File: config.mk
export PLATFORM = sky130hd
export DESIGN_NAME = pcs_100m_config_status
export DESIGN_NICKNAME = d
export VERILOG_FILES = /design/src/pkg/pcs_cfg_pkg.sv /design/src/logic/pcs_100m_config_status.sv
export SDC_FILE = /design/constraint.sdc
export NUM_CORES = 1
export LEC_CHECK = 0
export BUFFER_PORTS_ARGS = -buffer_cell sky130_fd_sc_hd__buf_2
export CORE_ASPECT_RATIO = 1.75
export CORE_MARGIN = 2
export CORE_UTILIZATION = 30
export DETAILED_ROUTE_END_ITERATION = 10
export HOLD_SLACK_MARGIN = 0.03
export PLACE_DENSITY = 0.62
export SETUP_SLACK_MARGIN = 0.02
export SYNTH_ARGS = -nofsm -noshare
export SYNTH_HDL_FRONTEND = slang
export SYNTH_SLANG_ARGS = --single-unit
File: constraint.sdc
create_clock -name clk_sys -period 3.2 [get_ports clk_sys]
set_clock_uncertainty 0.15 [all_clocks]
set_input_delay 0.16 -clock clk_sys [delete_from_list [all_inputs] [get_ports clk_sys]]
set_output_delay 0.16 -clock clk_sys [all_outputs]
set_load 0.05 [all_outputs]
File: src/pkg/pcs_cfg_pkg.sv
// Constants and carrier types for the 100 Mb/s coding sublayer config block.
// Assumes a management front end that supplies register address and strobes.
`default_nettype none
package pcs_cfg_pkg;
    localparam logic [4:0]  CFG_ADDR        = 5'h16;
    localparam int          BIT_FREE_CLK    = 11;
    localparam int          BIT_QUIET       = 10;
    localparam int          BIT_FORCE_SD    = 9;
    localparam int          BIT_LINK_HOLD   = 8;
    localparam int          BIT_LONG_TMO    = 7;
    localparam int          BIT_FIBER       = 6;
    localparam int          BIT_FORCE_OK    = 5;
    localparam int          BIT_FAR_FAULT   = 3;
    localparam int          BIT_NRZI_SKIP   = 2;
    localparam int          BIT_SCR_SKIP    = 1;
    localparam int          BIT_DESCR_SKIP  = 0;
    localparam logic [15:0] WRITE_MASK      = 16'h0fef;
    localparam logic [15:0] RESET_BASE      = 16'h0100;
    localparam logic [15:0] RESET_FIBER     = 16'h004b;
    localparam int          CLK_MHZ         = 50;
    localparam int          SHORT_TMO_US    = 722;
    localparam int          LONG_TMO_MS     = 2;
    localparam int          SHORT_TMO_CYC   = SHORT_TMO_US * CLK_MHZ;
    localparam int          LONG_TMO_CYC    = LONG_TMO_MS * 1000 * CLK_MHZ;

    typedef struct packed {
        logic rx_clk_free;
        logic quiet_transmit_enable;
        logic force_signal_detect;
        logic fiber_mode_enable;
        logic far_fault_report_enable;
        logic nrzi_skip;
        logic tx_scrambler_skip;
        logic rx_descrambler_skip;
    } path_ctl_t;
endpackage
`default_nettype wire
File: src/logic/pcs_100m_config_status.sv
// Register and link qualification for the 100 Mb/s coding sublayer.
// Assumes register strobes, line status and strap are synchronous to clk_sys.
`timescale 1ns/1ns
`default_nettype none
// Function
// Reserved bits ignore writes, read zero
// Bit 11 selects free-running receive clock
// Bit 10 enables true quiet transmit
// Bit 9 forces signal detect
// Bit 8 set: hold link on signal
// Bit 8 clear: drop on lock loss
// Bit 7 picks 2 ms timeout, else 722us
// Bit 6 fiber enable, resets from strap
// Bit 5 forces 100 Mb/s link good
// Bit 3 far fault enable, strap reset
// Bit 2 bypasses NRZI stage
// Bit 1 scrambler skip, strap reset
// Bit 0 descrambler skip, strap reset
module pcs_100m_config_status #(
    parameter int SHORT_CYC = pcs_cfg_pkg::SHORT_TMO_CYC,
    parameter int LONG_CYC  = pcs_cfg_pkg::LONG_TMO_CYC
) (
    // Clock and reset
    input  wire logic              clk_sys,
    input  wire logic              rst_n,
    // Strap
    input  wire logic              fiber_strap,
    // Register access
    input  wire logic [4:0]        reg_addr,
    input  wire logic              reg_wr,
    input  wire logic [15:0]       reg_wdata,
    output logic      [15:0]       reg_rdata,
    // Line status
    input  wire logic              signal_valid,
    input  wire logic              descr_locked,
    input  wire logic              lock_activity,
    // Controls and status
    output pcs_cfg_pkg::path_ctl_t path_ctl,
    output logic                   signal_detect,
    output logic                   descr_timeout,
    output logic                   link_up
);
    logic [15:0] cfg_r, cfg_nxt;
    logic        link_r, link_nxt;
    logic [31:0] tmo_r, tmo_nxt;
    logic        tmo_flag_r, tmo_flag_nxt;
    logic [31:0] tmo_lim;
    logic        sd_int;

    // One address decode for the write and read paths
    function automatic logic cfg_hit(input logic [4:0] addr);
        cfg_hit = (addr == pcs_cfg_pkg::CFG_ADDR);
    endfunction

    // Reset value depends on strap, so it is loaded in a clocked way
    always_comb begin
        cfg_nxt = cfg_r;
        if (!rst_n) begin
            // strap sets fiber default
            // strap sets far fault default
            // strap sets scrambler skip
            // strap sets descrambler skip
            cfg_nxt = pcs_cfg_pkg::RESET_BASE |
                      (fiber_strap ? pcs_cfg_pkg::RESET_FIBER : 16'h0000);
        end else if (reg_wr && cfg_hit(reg_addr)) begin
            // reserved bits masked off
            cfg_nxt = reg_wdata & pcs_cfg_pkg::WRITE_MASK;
        end
    end

    always_ff @(posedge clk_sys) begin
        cfg_r <= cfg_nxt;
    end

    always_comb begin
        reg_rdata = 16'h0000;
        if (cfg_hit(reg_addr)) begin
            reg_rdata = cfg_r & pcs_cfg_pkg::WRITE_MASK;
        end
    end

    // receive clock mode
    // quiet transmit
    // NRZI bypass
    always_comb begin
        path_ctl.rx_clk_free             = cfg_r[pcs_cfg_pkg::BIT_FREE_CLK];
        path_ctl.quiet_transmit_enable   = cfg_r[pcs_cfg_pkg::BIT_QUIET];
        path_ctl.force_signal_detect     = cfg_r[pcs_cfg_pkg::BIT_FORCE_SD];
        path_ctl.fiber_mode_enable       = cfg_r[pcs_cfg_pkg::BIT_FIBER];
        path_ctl.far_fault_report_enable = cfg_r[pcs_cfg_pkg::BIT_FAR_FAULT];
        path_ctl.nrzi_skip               = cfg_r[pcs_cfg_pkg::BIT_NRZI_SKIP];
        path_ctl.tx_scrambler_skip       = cfg_r[pcs_cfg_pkg::BIT_SCR_SKIP];
        path_ctl.rx_descrambler_skip     = cfg_r[pcs_cfg_pkg::BIT_DESCR_SKIP];
    end

    // forced signal detect
    assign sd_int = signal_valid | cfg_r[pcs_cfg_pkg::BIT_FORCE_SD];
    assign signal_detect = sd_int;

    // timeout length select
    assign tmo_lim = cfg_r[pcs_cfg_pkg::BIT_LONG_TMO] ? 32'(LONG_CYC) :
                                                        32'(SHORT_CYC);

    // Counter restarts on any lock activity; flag drops the link outside hold mode when it expires
    always_comb begin
        tmo_nxt = tmo_r;
        tmo_flag_nxt = tmo_flag_r;
        if (!rst_n || lock_activity || !descr_locked) begin
            tmo_nxt = 32'h0000_0000;
            tmo_flag_nxt = 1'b0;
        end else if (tmo_r >= tmo_lim - 32'h0000_0001) begin
            tmo_flag_nxt = 1'b1;
        end else begin
            tmo_nxt = tmo_r + 32'h0000_0001;
        end
    end

    always_ff @(posedge clk_sys) begin
        tmo_r      <= tmo_nxt;
        tmo_flag_r <= tmo_flag_nxt;
    end
    assign descr_timeout = tmo_flag_r;

    always_comb begin
        link_nxt = link_r;
        if (!rst_n) begin
            link_nxt = 1'b0;
        end else if (!link_r) begin
            link_nxt = sd_int && descr_locked && !tmo_flag_r;
        end else if (!sd_int) begin
            link_nxt = 1'b0;
        end else if (!cfg_r[pcs_cfg_pkg::BIT_LINK_HOLD] &&
                     (!descr_locked || tmo_flag_r)) begin
            // drop on lock loss
            link_nxt = 1'b0;
        end
        // hold mode ignores lock loss above
    end

    always_ff @(posedge clk_sys) begin
        link_r <= link_nxt;
    end

    // forced good link
    assign link_up = link_r | cfg_r[pcs_cfg_pkg::BIT_FORCE_OK];
endmodule
`default_nettype wire

### Word level (Yosys, flattened, before mapping)

Cells that the tools add are included.
Widths: inputs -> output; s select.

* add/sub/neg operators: 2
* magnitude comparators: 1
* equal/unequal tests: 2
* mux-type cells: 8
* bitwise operators: 2
* reductions and logical operators: 11

Operator list (number)
* $mux 12: 3
* $add 32x1->32 const B: 1
* $ge 32x32->1: 1
* $sub 17x1->18 const B: 1
* $mux 17: 1
* $mux 7: 1
* $eq 5x5->1 const B: 1
* $logic_and 1x1->1: 4
* $logic_not 1->1: 4
* $logic_or 1x1->1: 3
* $mux 1: 3
* $ne 2x1->1 const B: 1
* $or 1x1->1: 2

* register bits after elaboration: 46
* input port bits: 28
* output and inout bits: 27
* word-level logic and storage cells: 31

### Logic depth before layout (Yosys ltp)

Gate-level depths: netlist of the first run.

* depth after elaboration: 6
* gate-level depth with buffers: 9
* gate-level depth less buffers: 7

### Least setup slack after synthesis of the first run

OpenSTA, ideal clock, no wires.

* kind: register -> register
* from: register tmo_r[20]
* to: register tmo_r[10]
* setup time: 70 ps
* arrival time: 2370 ps
* path slack: 609 ps
* stages on the path, launching flop included: 7
* path through: dfxtp_1 or4_4 or3_4 or4_4 buf_6 or4_1 a21oi_1

* cells in the longest elaborated chain, start to end: 1

Ends and longest elaborated chain
* start, declared: RTL line pcs_100m_config_status.sv:45 `logic [31:0] tmo_r, tmo_nxt;`
* start signal, assigned: RTL line pcs_100m_config_status.sv:119 `tmo_r <= tmo_nxt;`
* $ge 32x32->1: RTL line pcs_100m_config_status.sv:111 `end else if (tmo_r >= tmo_lim - 32'h0000_0001) begin`

No other way between the ends.
A chain may end at the register's enable or synchronous reset.

### Worst setup path after layout of the first run

* from: register cfg_r[7]
* to: register tmo_r[16]

* cells in the longest elaborated chain, start to end: 3

Ends and longest elaborated chain
* start, declared: RTL line pcs_100m_config_status.sv:43 `logic [15:0] cfg_r, cfg_nxt;`
* start signal, assigned: RTL line pcs_100m_config_status.sv:72 `cfg_r <= cfg_nxt;`
* $mux 17: RTL line pcs_100m_config_status.sv:101 `assign tmo_lim = cfg_r[pcs_cfg_pkg::BIT_LONG_TMO] ? 32'(LONG_CYC) :`
* $sub 17x1->18: RTL line pcs_100m_config_status.sv:111
* $ge 32x32->1: RTL line pcs_100m_config_status.sv:111

No other way between the ends.

==> flow_summary.yaml, run 1 <==
synth:
  synth.yosys.seq_area_share_pct: 45.0
  syn_area_um2: 2220
  synth_warnings: 0
  yosysTopAreaCellShare_pct: 31.5
  synth_xor_area_share_pct: 0
  synth-edff-count: 10
  synthSimpleGateAreaFrac_pct: 29.5
  synth_compound_area_share_pct: 12.6
  synth_area_leader_cell: "dfxtp_1"
  synth_area_leaders: "dfxtp_1 32%, edfxtp_1 14%, and2_1 8.2%"
  async_flop_share_pct: 0
  ys_types: 40
  synthMuxAreaShare_pct: 0
  synthTopCellsByCount: "35 x dfxtp_1, 29 x and2_1, 21 x nand2_1, 20 x a21oi_1, 13 x buf_4"
  synth_cells: 244
  synthAdderAreaFrac_pct: 5.06
  synth.most_common_cell: "dfxtp_1"
  avgSynthCellArea_um2: 9.11
  ys_ff_latch: 45
  ys.flop_type: "dfxtp_1"
  synth_top_family_by_area: "simple AND/OR/NAND/NOR gates"
worst_setup_path:
  crit_type: "flop to flop"
  endpoint_kind: "flop"
  r2r_cells: 7
  critPathMaxFanout: 30
  crit_arrival_ns: 2.82
  crit_required_ns: 3.26
  start_kind: "flop"
clock_network:
  cts_buffer_depth: 2
  cts_tree: "built"
  clock-sinks: 45
  path_clk_slew_ns: 0.06
  h-tree-depth: 2
  ctsRootBufferMaster: "clkbuf_16"
  ctsResizeCount: 0
  clkLatencyLatePin_ns: 0.29
  numCtsBuffers: 5
floorplanning:
  core_area_um2: 7180
  rows: 41
  pin_count: 55
  start_util_pct: 31.0
  die_h_um: 118
  fp.dieArea_um2: 8140
  die_width_um: 69.1
global_route:
  grt_max_degree: 31
  grt_pass1_vias: 1866
  grt_pass1_wl_mm: 8.22
  globalRouteTotalUtil_pct: 12.6
  gr-total-overflow: 0
  antenna_found_initial: 0
sta:
  fin_setup_tns_ns: 0
  fmax_mhz: 362
  tightest_slew_ns: 0.811
  setup_viol_count_final: 0
  drv_slew: 0
  rsz0062_at_grt: "no"
  fin_crit_ns: 2.76
  hold_violations: 0
  maxSlewHeadroom_pct: 45.8
  finalCritPeriodShare_pct: 86.3
  hold-worst-slack_ns: 0.0751
cells_and_area:
  fin_nets: 327
  n_antenna_cell: 0
  design_area_um2: 2710
  layout.filler_cells: 738
  drive_gt1_share_pct: 20.6
  register_area_um2: 1000
  area_growth_pct: 21.9
  utilization_pct: 37.8
  multiInputGateArea_um2: 1070
drt:
  wl_per_cell_um: 13.0
  dr.pass1.iters: 4
  ant_nets: 0
  dr_total_vias: 1902
  drc: 0
  drt_iter0_markers: 26
  wl_mm: 4.92
  vias_per_cell: 5.05
job:
  maxCapViolations: 0
outcome:
  status: "completed"
power_and_ir_drop:
  power.density_nw_per_um2: 461
  leakage_nw: 1.09
  irDropWorstVdd_mv: 0.468
  finalPower_mw: 1.25
placement:
  io_buffers: 44
  dpl_cell_area_um2: 2430
  gp_congestion: 0.863
  dpl.hpwl_mm: 3.50
worst_hold_path:
  min_path_cells: 3
  hp-class: "input port to flop"
[final timing paths]
path,startpoint,end,slack (ns)
worst min-delay path,fiber_strap,cfg_r[1],0.08
worst min register to register,tmo_r[30],tmo_r[30],0.31
worst max-delay path,cfg_r[7],tmo_r[16],0.44
worst max register to register,cfg_r[7],tmo_r[16],0.44
[registers in the layout, summed over array words and instances, names as in the netlist]
signal and count:
tmo_r 32, cfg_r 11, descr_timeout 1, link_r 1
[cells by family after synthesis]
kind of cell / count (synthesis)
compound gates: 45
simple gates: 114
other cells: 1
flops: 45
buf+inv: 30
fa+ha+maj: 9
[placed cells by master (no fill, tap or decap), drive strengths merged]
cell,n
and4,1
o21a,1
nand2,21
nor3,6
a21o,2
o22ai,1
o21ai,3
or4,13
and2,30
dlygate4sd3,13
nand4b,1
nand2b,1
and3b,1
nand3,9
a2bb2oi,1
nor2,10
nand4,8
and3,1
a21oi,20
edfxtp,10
or3,4
o211ai,2
inv,11
or2,3
a22oi,1
a21boi,1
clkbuf,5
nand3b,1
ha,9
dfxtp,35
o31ai,11
a31oi,1
o311ai,1
nor4,4
conb,5
buf,44
[area by class of cell]
cell class / instances / share of cell area, %
clock buffer: 5 / 4.61
clock inverter: 3 / 1.06
inverter: 8 / 1.11
multi-input combinational: 173 / 39.4
sequential: 45 / 36.9
tap: 86 / 3.97
timing repair buffer: 57 / 12.9
[per-layer routing]
| layer | global-route usage, % | wire [um] | share of wire, % |
|---|---|---|---|
| met1 | 11.7 | 1790 | 36 |
| met2 | 23.7 | 2760 | 56 |
| met3 | 2.40 | 127 | 2.6 |
| met4 | 8.82 | 235 | 4.8 |
| met5 | 0 | 0 | 0 |
[stage by stage]
stage	instances	setup slack, ns
2_1_floorplan	248	0.609
3_3_place_gp	356	0.470
3_5_place_dp	356	0.425
4_1_cts	377	0.413
5_1_grt	377	0.196
6_report	377	0.439
[power by group]
| group | internal [mW] | leakage (nW) | switching [mW] |
|---|---|---|---|
| Combinational | 0.0352 | 0.631 | 0.0776 |
| Sequential | 0.591 | 0.378 | 0.00603 |
| Clock | 0.300 | 0.0767 | 0.239 |
| Total | 0.926 | 1.09 | 0.323 |
[what timing repair did]
action                                 in CTS  in global routing
hold buffers                               13                  0
endpoints found under the hold margin      12                  0
setup buffers                               0                  0
[worst max-delay path, cell delays in order, from the launching register on]
cell and delay [ns]:
edfxtp_1 0.47, inv_1 0.28, ha_1 0.29, a21oi_1 0.13, o211ai_1 0.13, a21o_1 0.47
or4_1 0.61, a21oi_1 0.15
No activity file was read; power rests on OpenSTA's default activity.
==> inputs of run 2 (changes only) <==
==> constraint.sdc (replaced) <==
create_clock -name clk_sys -period 3.2 [get_ports clk_sys]
set_clock_uncertainty 0.15 [all_clocks]
set_input_delay 0.64 -clock clk_sys [delete_from_list [all_inputs] [get_ports clk_sys]]
set_output_delay 0.64 -clock clk_sys [all_outputs]
set_load 0.05 [all_outputs]
==> run 2 against run 1 <==
  * Die area stayed put
  * Register-to-register slack hardly changed
  * Cell area is 4.9% lower
  * Critical path type unchanged
  * Global-route usage is 0.57 points lower
  * Critical endpoint is now tmo_r[14]
  * Critical path depth stayed put
  * Sequential share of layout area is 1.9 points higher
  * First-iteration DRC count is 23% higher
  * Sequential cell count stayed put
  * Worst setup slack better by 0.014 ns
  * Via count is 4.8% lower
==> flow_summary.yaml, run 2 (synthesis gave the netlist of run 1 again) <==
outcome:
  status: "completed"
sta:
  hold_violations: 0
  fin_crit_ns: 2.75
  setup_viol_count_final: 0
  fin_setup_tns_ns: 0
  finalCritPeriodShare_pct: 85.8
  maxSlewHeadroom_pct: 46.7
  fmax_mhz: 364
  tightest_slew_ns: 0.800
  rsz0062_at_grt: "no"
  drv_slew: 0
placement:
  io_buffers: 44
  dpl.hpwl_mm: 3.56
  gp_congestion: 0.879
  dpl_cell_area_um2: 2430
worst_setup_path:
  crit_chain: "inv_1 -> ha_1 -> a21oi_1 -> o22ai_1 -> a21o_1 -> or4_1 -> a21oi_1"
  crit_required_ns: 3.25
  rr_endpoint: "tmo_r[14]"
  critPathMaxFanout: 30
  cpMostUsedCell: "a21oi_1"
  r2r_cells: 7
  cp_slowest_cell: "or4_1"
  cpPeakStageDelay_ns: 0.61
  regToRegSetupSlack_ns: 0.45
  endpoint_kind: "flop"
  crit_arrival_ns: 2.80
  r2r-start: "cfg_r[7]"
  start_kind: "flop"
  crit_type: "flop to flop"
clock_network:
  ctsRootBufferMaster: "clkbuf_16"
  cts_tree: "built"
  clkLatencyLatePin_ns: 0.29
  ctsResizeCount: 0
  cts.hold.buffers_added: 0
  clock-sinks: 45
  numCtsBuffers: 5
  cts_buffer_depth: 2
  path_clk_slew_ns: 0.06
  post_cts_buffers: 0
  h-tree-depth: 2
drt:
  drt_iter0_markers: 32
  dr_total_vias: 1811
  wl_per_cell_um: 13.1
  drc: 0
  dr.pass1.iters: 4
  wl_mm: 4.75
  ant_nets: 0
  vias_per_cell: 4.98
job:
  maxCapViolations: 0
floorplanning:
  die_width_um: 69.1
  rows: 41
  die_h_um: 118
  pin_count: 55
  start_util_pct: 31.0
  fp.dieArea_um2: 8140
  core_area_um2: 7180
global_route:
  met3_usage_pct: 2.40
  grt_max_degree: 31
  antenna_found_initial: 0
  use_met1_pct: 11.6
  grt.busiest_layer: "met2"
  use_met2_pct: 23.7
  globalRouteTotalUtil_pct: 12.0
  grt_pass1_wl_mm: 7.93
  grt_pass1_vias: 1761
  gr-total-overflow: 0
cells_and_area:
  area_growth_pct: 16.0
  drive_gt1_share_pct: 21.2
  largest_register: "tmo_r"
  most-common-layout-cells: "44 x buf_2, 35 x dfxtp_1, 29 x and2_1"
  design_area_um2: 2580
  n_antenna_cell: 0
  top_regs: "tmo_r x32, cfg_r x11"
  largest_register_ffs: 32
  layout_commonest_cell: "buf_2"
  fin_nets: 314
worst_hold_path:
  min_from: "tmo_r[25]"
  hp-class: "flop to flop"
  min_path_cells: 1
  worst_hold_path.endpoint: "tmo_r[25]"
power_and_ir_drop:
  irDropWorstVdd_mv: 0.498
  power.density_nw_per_um2: 475
  leakage_nw: 1.03
[run 2: cell count changes in the layout (fill, tap and decap cells not counted)]
cell,change
dlygate4sd3_1,-13
clkbuf_8,+1
clkinv_1,+1
inv_6,-1
inv_8,-1
[run 2: cell type report]
class / instances / area, um^2
flip-flops and latches: 45 / 1000
clock buffers: 6 / 139
well taps: 86 / 108
fillers: 737 / 4600
repair buffers: 44 / 220
multi-input cells: 173 / 1070
clock inverters: 2 / 12.5
inverters: 8 / 30.0
[run 2: worst max-delay path: cells and delay by family, from the launching register on]
kind / cells / cell delay (ns)
and+or+nand+nor: 1 / 0.61
adders and majority gates: 1 / 0.30
DFF: 1 / 0.46
buffers and inverters: 1 / 0.28
AOI/OAI and AO/OA: 4 / 0.85
[run 2: report_power, final]
part | switching, mW | total [mW] | internal, mW
clock | 0.218 | 0.529 | 0.311
sequential | 0.00564 | 0.596 | 0.591
combinational | 0.0753 | 0.0999 | 0.0247
[run 2: routing by layer]
layer / vias to the layer above / wire (um)
met4: 0 / 95
met1: 862 / 1800
li1: 927 / -
met3: 6 / 85
met2: 16 / 2770
met5: - / 0
[run 2: through the flow]
step	instances	hold WS, ns	setup WS [ns]	util [%]	power (mW)
after floorplan	248	0.280	0.540	-	0.693
after global placement	356	0.294	0.472	33.8	0.708
after detailed placement	356	0.295	0.430	33.8	0.710
after CTS	364	0.315	0.423	35.9	1.24
after global routing	364	0.327	0.230	35.9	1.27
final	364	0.309	0.453	35.9	1.22
[run 2: worst max-delay path by stage]
stage,startpoint,end,slack (ns)
after global routing,cfg_r[7],tmo_r[3],0.23
after CTS,cfg_r[7],tmo_r[3],0.42
after floorplan,reg_addr[3],reg_rdata[7],0.54
final,cfg_r[7],tmo_r[14],0.45
after global placement,cfg_r[7],tmo_r[13],0.47
after detailed placement,cfg_r[7],tmo_r[10],0.43
==> inputs of run 3 (changes only) <==
--- a/config.mk
+++ b/config.mk
@@ -5,13 +5,13 @@
 export SDC_FILE = /design/constraint.sdc
 export NUM_CORES = 1
 export LEC_CHECK = 0
-export BUFFER_PORTS_ARGS = -buffer_cell sky130_fd_sc_hd__buf_2
 export CORE_ASPECT_RATIO = 1.75
 export CORE_MARGIN = 2
 export CORE_UTILIZATION = 30
 export DETAILED_ROUTE_END_ITERATION = 10
+export DONT_BUFFER_PORTS = 1
 export HOLD_SLACK_MARGIN = 0.03
-export PLACE_DENSITY = 0.62
+export PLACE_DENSITY = 0.56
 export SETUP_SLACK_MARGIN = 0.02
 export SYNTH_ARGS = -nofsm -noshare
 export SYNTH_HDL_FRONTEND = slang
==> run 3 against run 2 <==
  * Cell area fell by 8.1%
  * Sequential cell count did not move
  * Global-route usage is 0.40 points lower
  * Die area stayed put
  * Sequential share of layout area up 3.4 points
  * Clock power increased by 0.9%
  * Final cell count fell by 12%
  * Maximum frequency down 1.1%
  * Largest power group unchanged
  * Critical path depth did not move
  * Routed wire length shrank 3.5%
  * Worst setup slack worse by 0.031 ns
  * Utilization is 2.9 points lower
  * Largest cell class unchanged
==> flow_summary.yaml, run 3 (synthesis gave the netlist of run 1 again) <==
global_route:
  gr-total-overflow: 0
  use_met1_pct: 11.4
  globalRouteTotalUtil_pct: 11.6
  use_met2_pct: 22.0
  antenna_found_initial: 0
  met3_usage_pct: 2.31
  grt_pass1_wl_mm: 7.58
  grt.busiest_layer: "met2"
  grt_max_degree: 31
  grt_pass1_vias: 1648
floorplanning:
  core_area_um2: 7180
  fp.dieArea_um2: 8140
  start_util_pct: 31.0
  die_width_um: 69.1
  rows: 41
  pin_count: 55
  die_h_um: 118
clock_network:
  post_cts_buffers: 0
  path_clk_slew_ns: 0.06
  ctsResizeCount: 0
  cts.hold.buffers_added: 0
  cts_buffer_depth: 2
  ctsRootBufferMaster: "clkbuf_16"
  clkLatencyLatePin_ns: 0.29
  cts_tree: "built"
  h-tree-depth: 2
  clock-sinks: 45
  numCtsBuffers: 5
sta:
  fmax_mhz: 360
  drv_slew: 0
  maxSlewHeadroom_pct: 45.4
  fin_crit_ns: 2.78
  tightest_slew_ns: 0.820
  finalCritPeriodShare_pct: 86.8
  setup_viol_count_final: 0
  finalWorstSetupSlack_ns: 0.422
  hold_violations: 0
  fin_setup_tns_ns: 0
  rsz0062_at_grt: "no"
worst_hold_path:
  min_from: "tmo_r[31]"
  hp-class: "flop to flop"
  worst_hold_path.endpoint: "tmo_r[31]"
  min_path_cells: 1
power_and_ir_drop:
  p_switching_mw: 0.293
  p_int_mw: 0.915
  power.density_nw_per_um2: 509
  switching_share_pct: 24.2
  pwr-share-seq_pct: 51.7
  clockPowerShare_pct: 44.2
  comb_power_share_pct: 4.1
  irDropWorstVdd_mv: 0.372
  leakage_nw: 0.845
worst_setup_path:
  regToRegSetupSlack_ns: 0.42
  endpoint_kind: "flop"
  r2r-start: "cfg_r[7]"
  r2r_cells: 7
  crit_arrival_ns: 2.82
  start_kind: "flop"
  rr_endpoint: "tmo_r[6]"
  crit_type: "flop to flop"
  crit_required_ns: 3.24
  critPathMaxFanout: 30
drt:
  drc: 0
  ant_nets: 0
  dr.pass1.iters: 4
  vias_per_cell: 5.27
  wl_mm: 4.59
  wl_per_cell_um: 14.3
  dr_total_vias: 1693
  drt_iter0_markers: 26
cells_and_area:
  most-common-layout-cells: "35 x dfxtp_1, 29 x and2_1, 21 x nand2_1"
  fin_nets: 271
  layout_commonest_cell: "dfxtp_1"
  top_regs: "tmo_r x32, cfg_r x11"
  largest_register: "tmo_r"
  layout.filler_cells: 767
  drive_gt1_share_pct: 7.23
  utilization_pct: 33.0
  largest_register_ffs: 32
  n_antenna_cell: 0
  area_growth_pct: 6.64
placement:
  pre_cts_ws_ns: 0.446
  dpl.hpwl_mm: 3.36
  io_buffers: 0
  gp_congestion: 0.795
job:
  maxCapViolations: 0
outcome:
  status: "completed"
==> run 3: cell types whose count changed in the layout (fill, tap and decap cells not counted) <==
cell,before,now
buf_4,0,1
clkinv_1,1,0
buf_2,44,0
clkinv_4,0,1
==> run 3: routing by layer <==
| layer | part of all wire (%) | routed length (um) |
|---|---|---|
| met1 | 39 | 1800 |
| met2 | 56 | 2550 |
| met3 | 2.3 | 104 |
| met4 | 2.8 | 130 |
| met5 | 0 | 0 |
==> run 3: power groups by stage <==
| stage | sequential, mW | clock, mW | combinational (mW) |
|---|---|---|---|
| floorplan | 0.607 | 0 | 0.0858 |
| detailed placement | 0.637 | 0 | 0.0505 |
| finish | 0.624 | 0.534 | 0.0500 |
| CTS | 0.625 | 0.551 | 0.0504 |
| global route | 0.626 | 0.567 | 0.0537 |
| global placement | 0.637 | 0 | 0.0497 |
==> run 3: layout make-up <==
class                   instances  area (um^2)  area share [%]
inverters                       8         30.0            1.27
clock buffers                   6          139            5.86
multi-input cells             173         1070            45.1
repair buffers                  1         7.51           0.317
clock inverters                 2         17.5           0.739
flip-flops and latches         45         1000            42.2
well taps                      86          108            4.54
==> run 3: critical path: stages, from the launching register on <==
cell and delay [ns]:
edfxtp_1 0.46, inv_1 0.27, ha_1 0.30, a21oi_1 0.14, o22ai_1 0.11, a21o_1 0.46, or4_1 0.61, a21oi_1 0.17
==> run 3: metrics by stage <==
stage	total power, mW	hold slack [ns]	instance area (um^2)	instances
CTS	1.23	0.309	2370	321
detailed placement	0.688	0.295	2210	313
finish	1.21	0.307	2370	321
global placement	0.686	0.293	2210	313
global route	1.25	0.319	2370	321
floorplan	0.693	0.280	2240	248
==> run 3: how the worst max path moves through the flow <==
stage                 from           end  slack, ns  depth (start not counted)
6_report          cfg_r[7]      tmo_r[6]       0.42                          7
5_1_grt           cfg_r[7]     tmo_r[16]       0.16                          7
4_1_cts           cfg_r[7]      tmo_r[6]       0.40                          7
3_5_place_dp      cfg_r[7]     tmo_r[14]       0.45                          7
3_3_place_gp      cfg_r[7]     tmo_r[11]       0.49                          7
2_1_floorplan  reg_addr[3]  reg_rdata[7]       0.54                          2
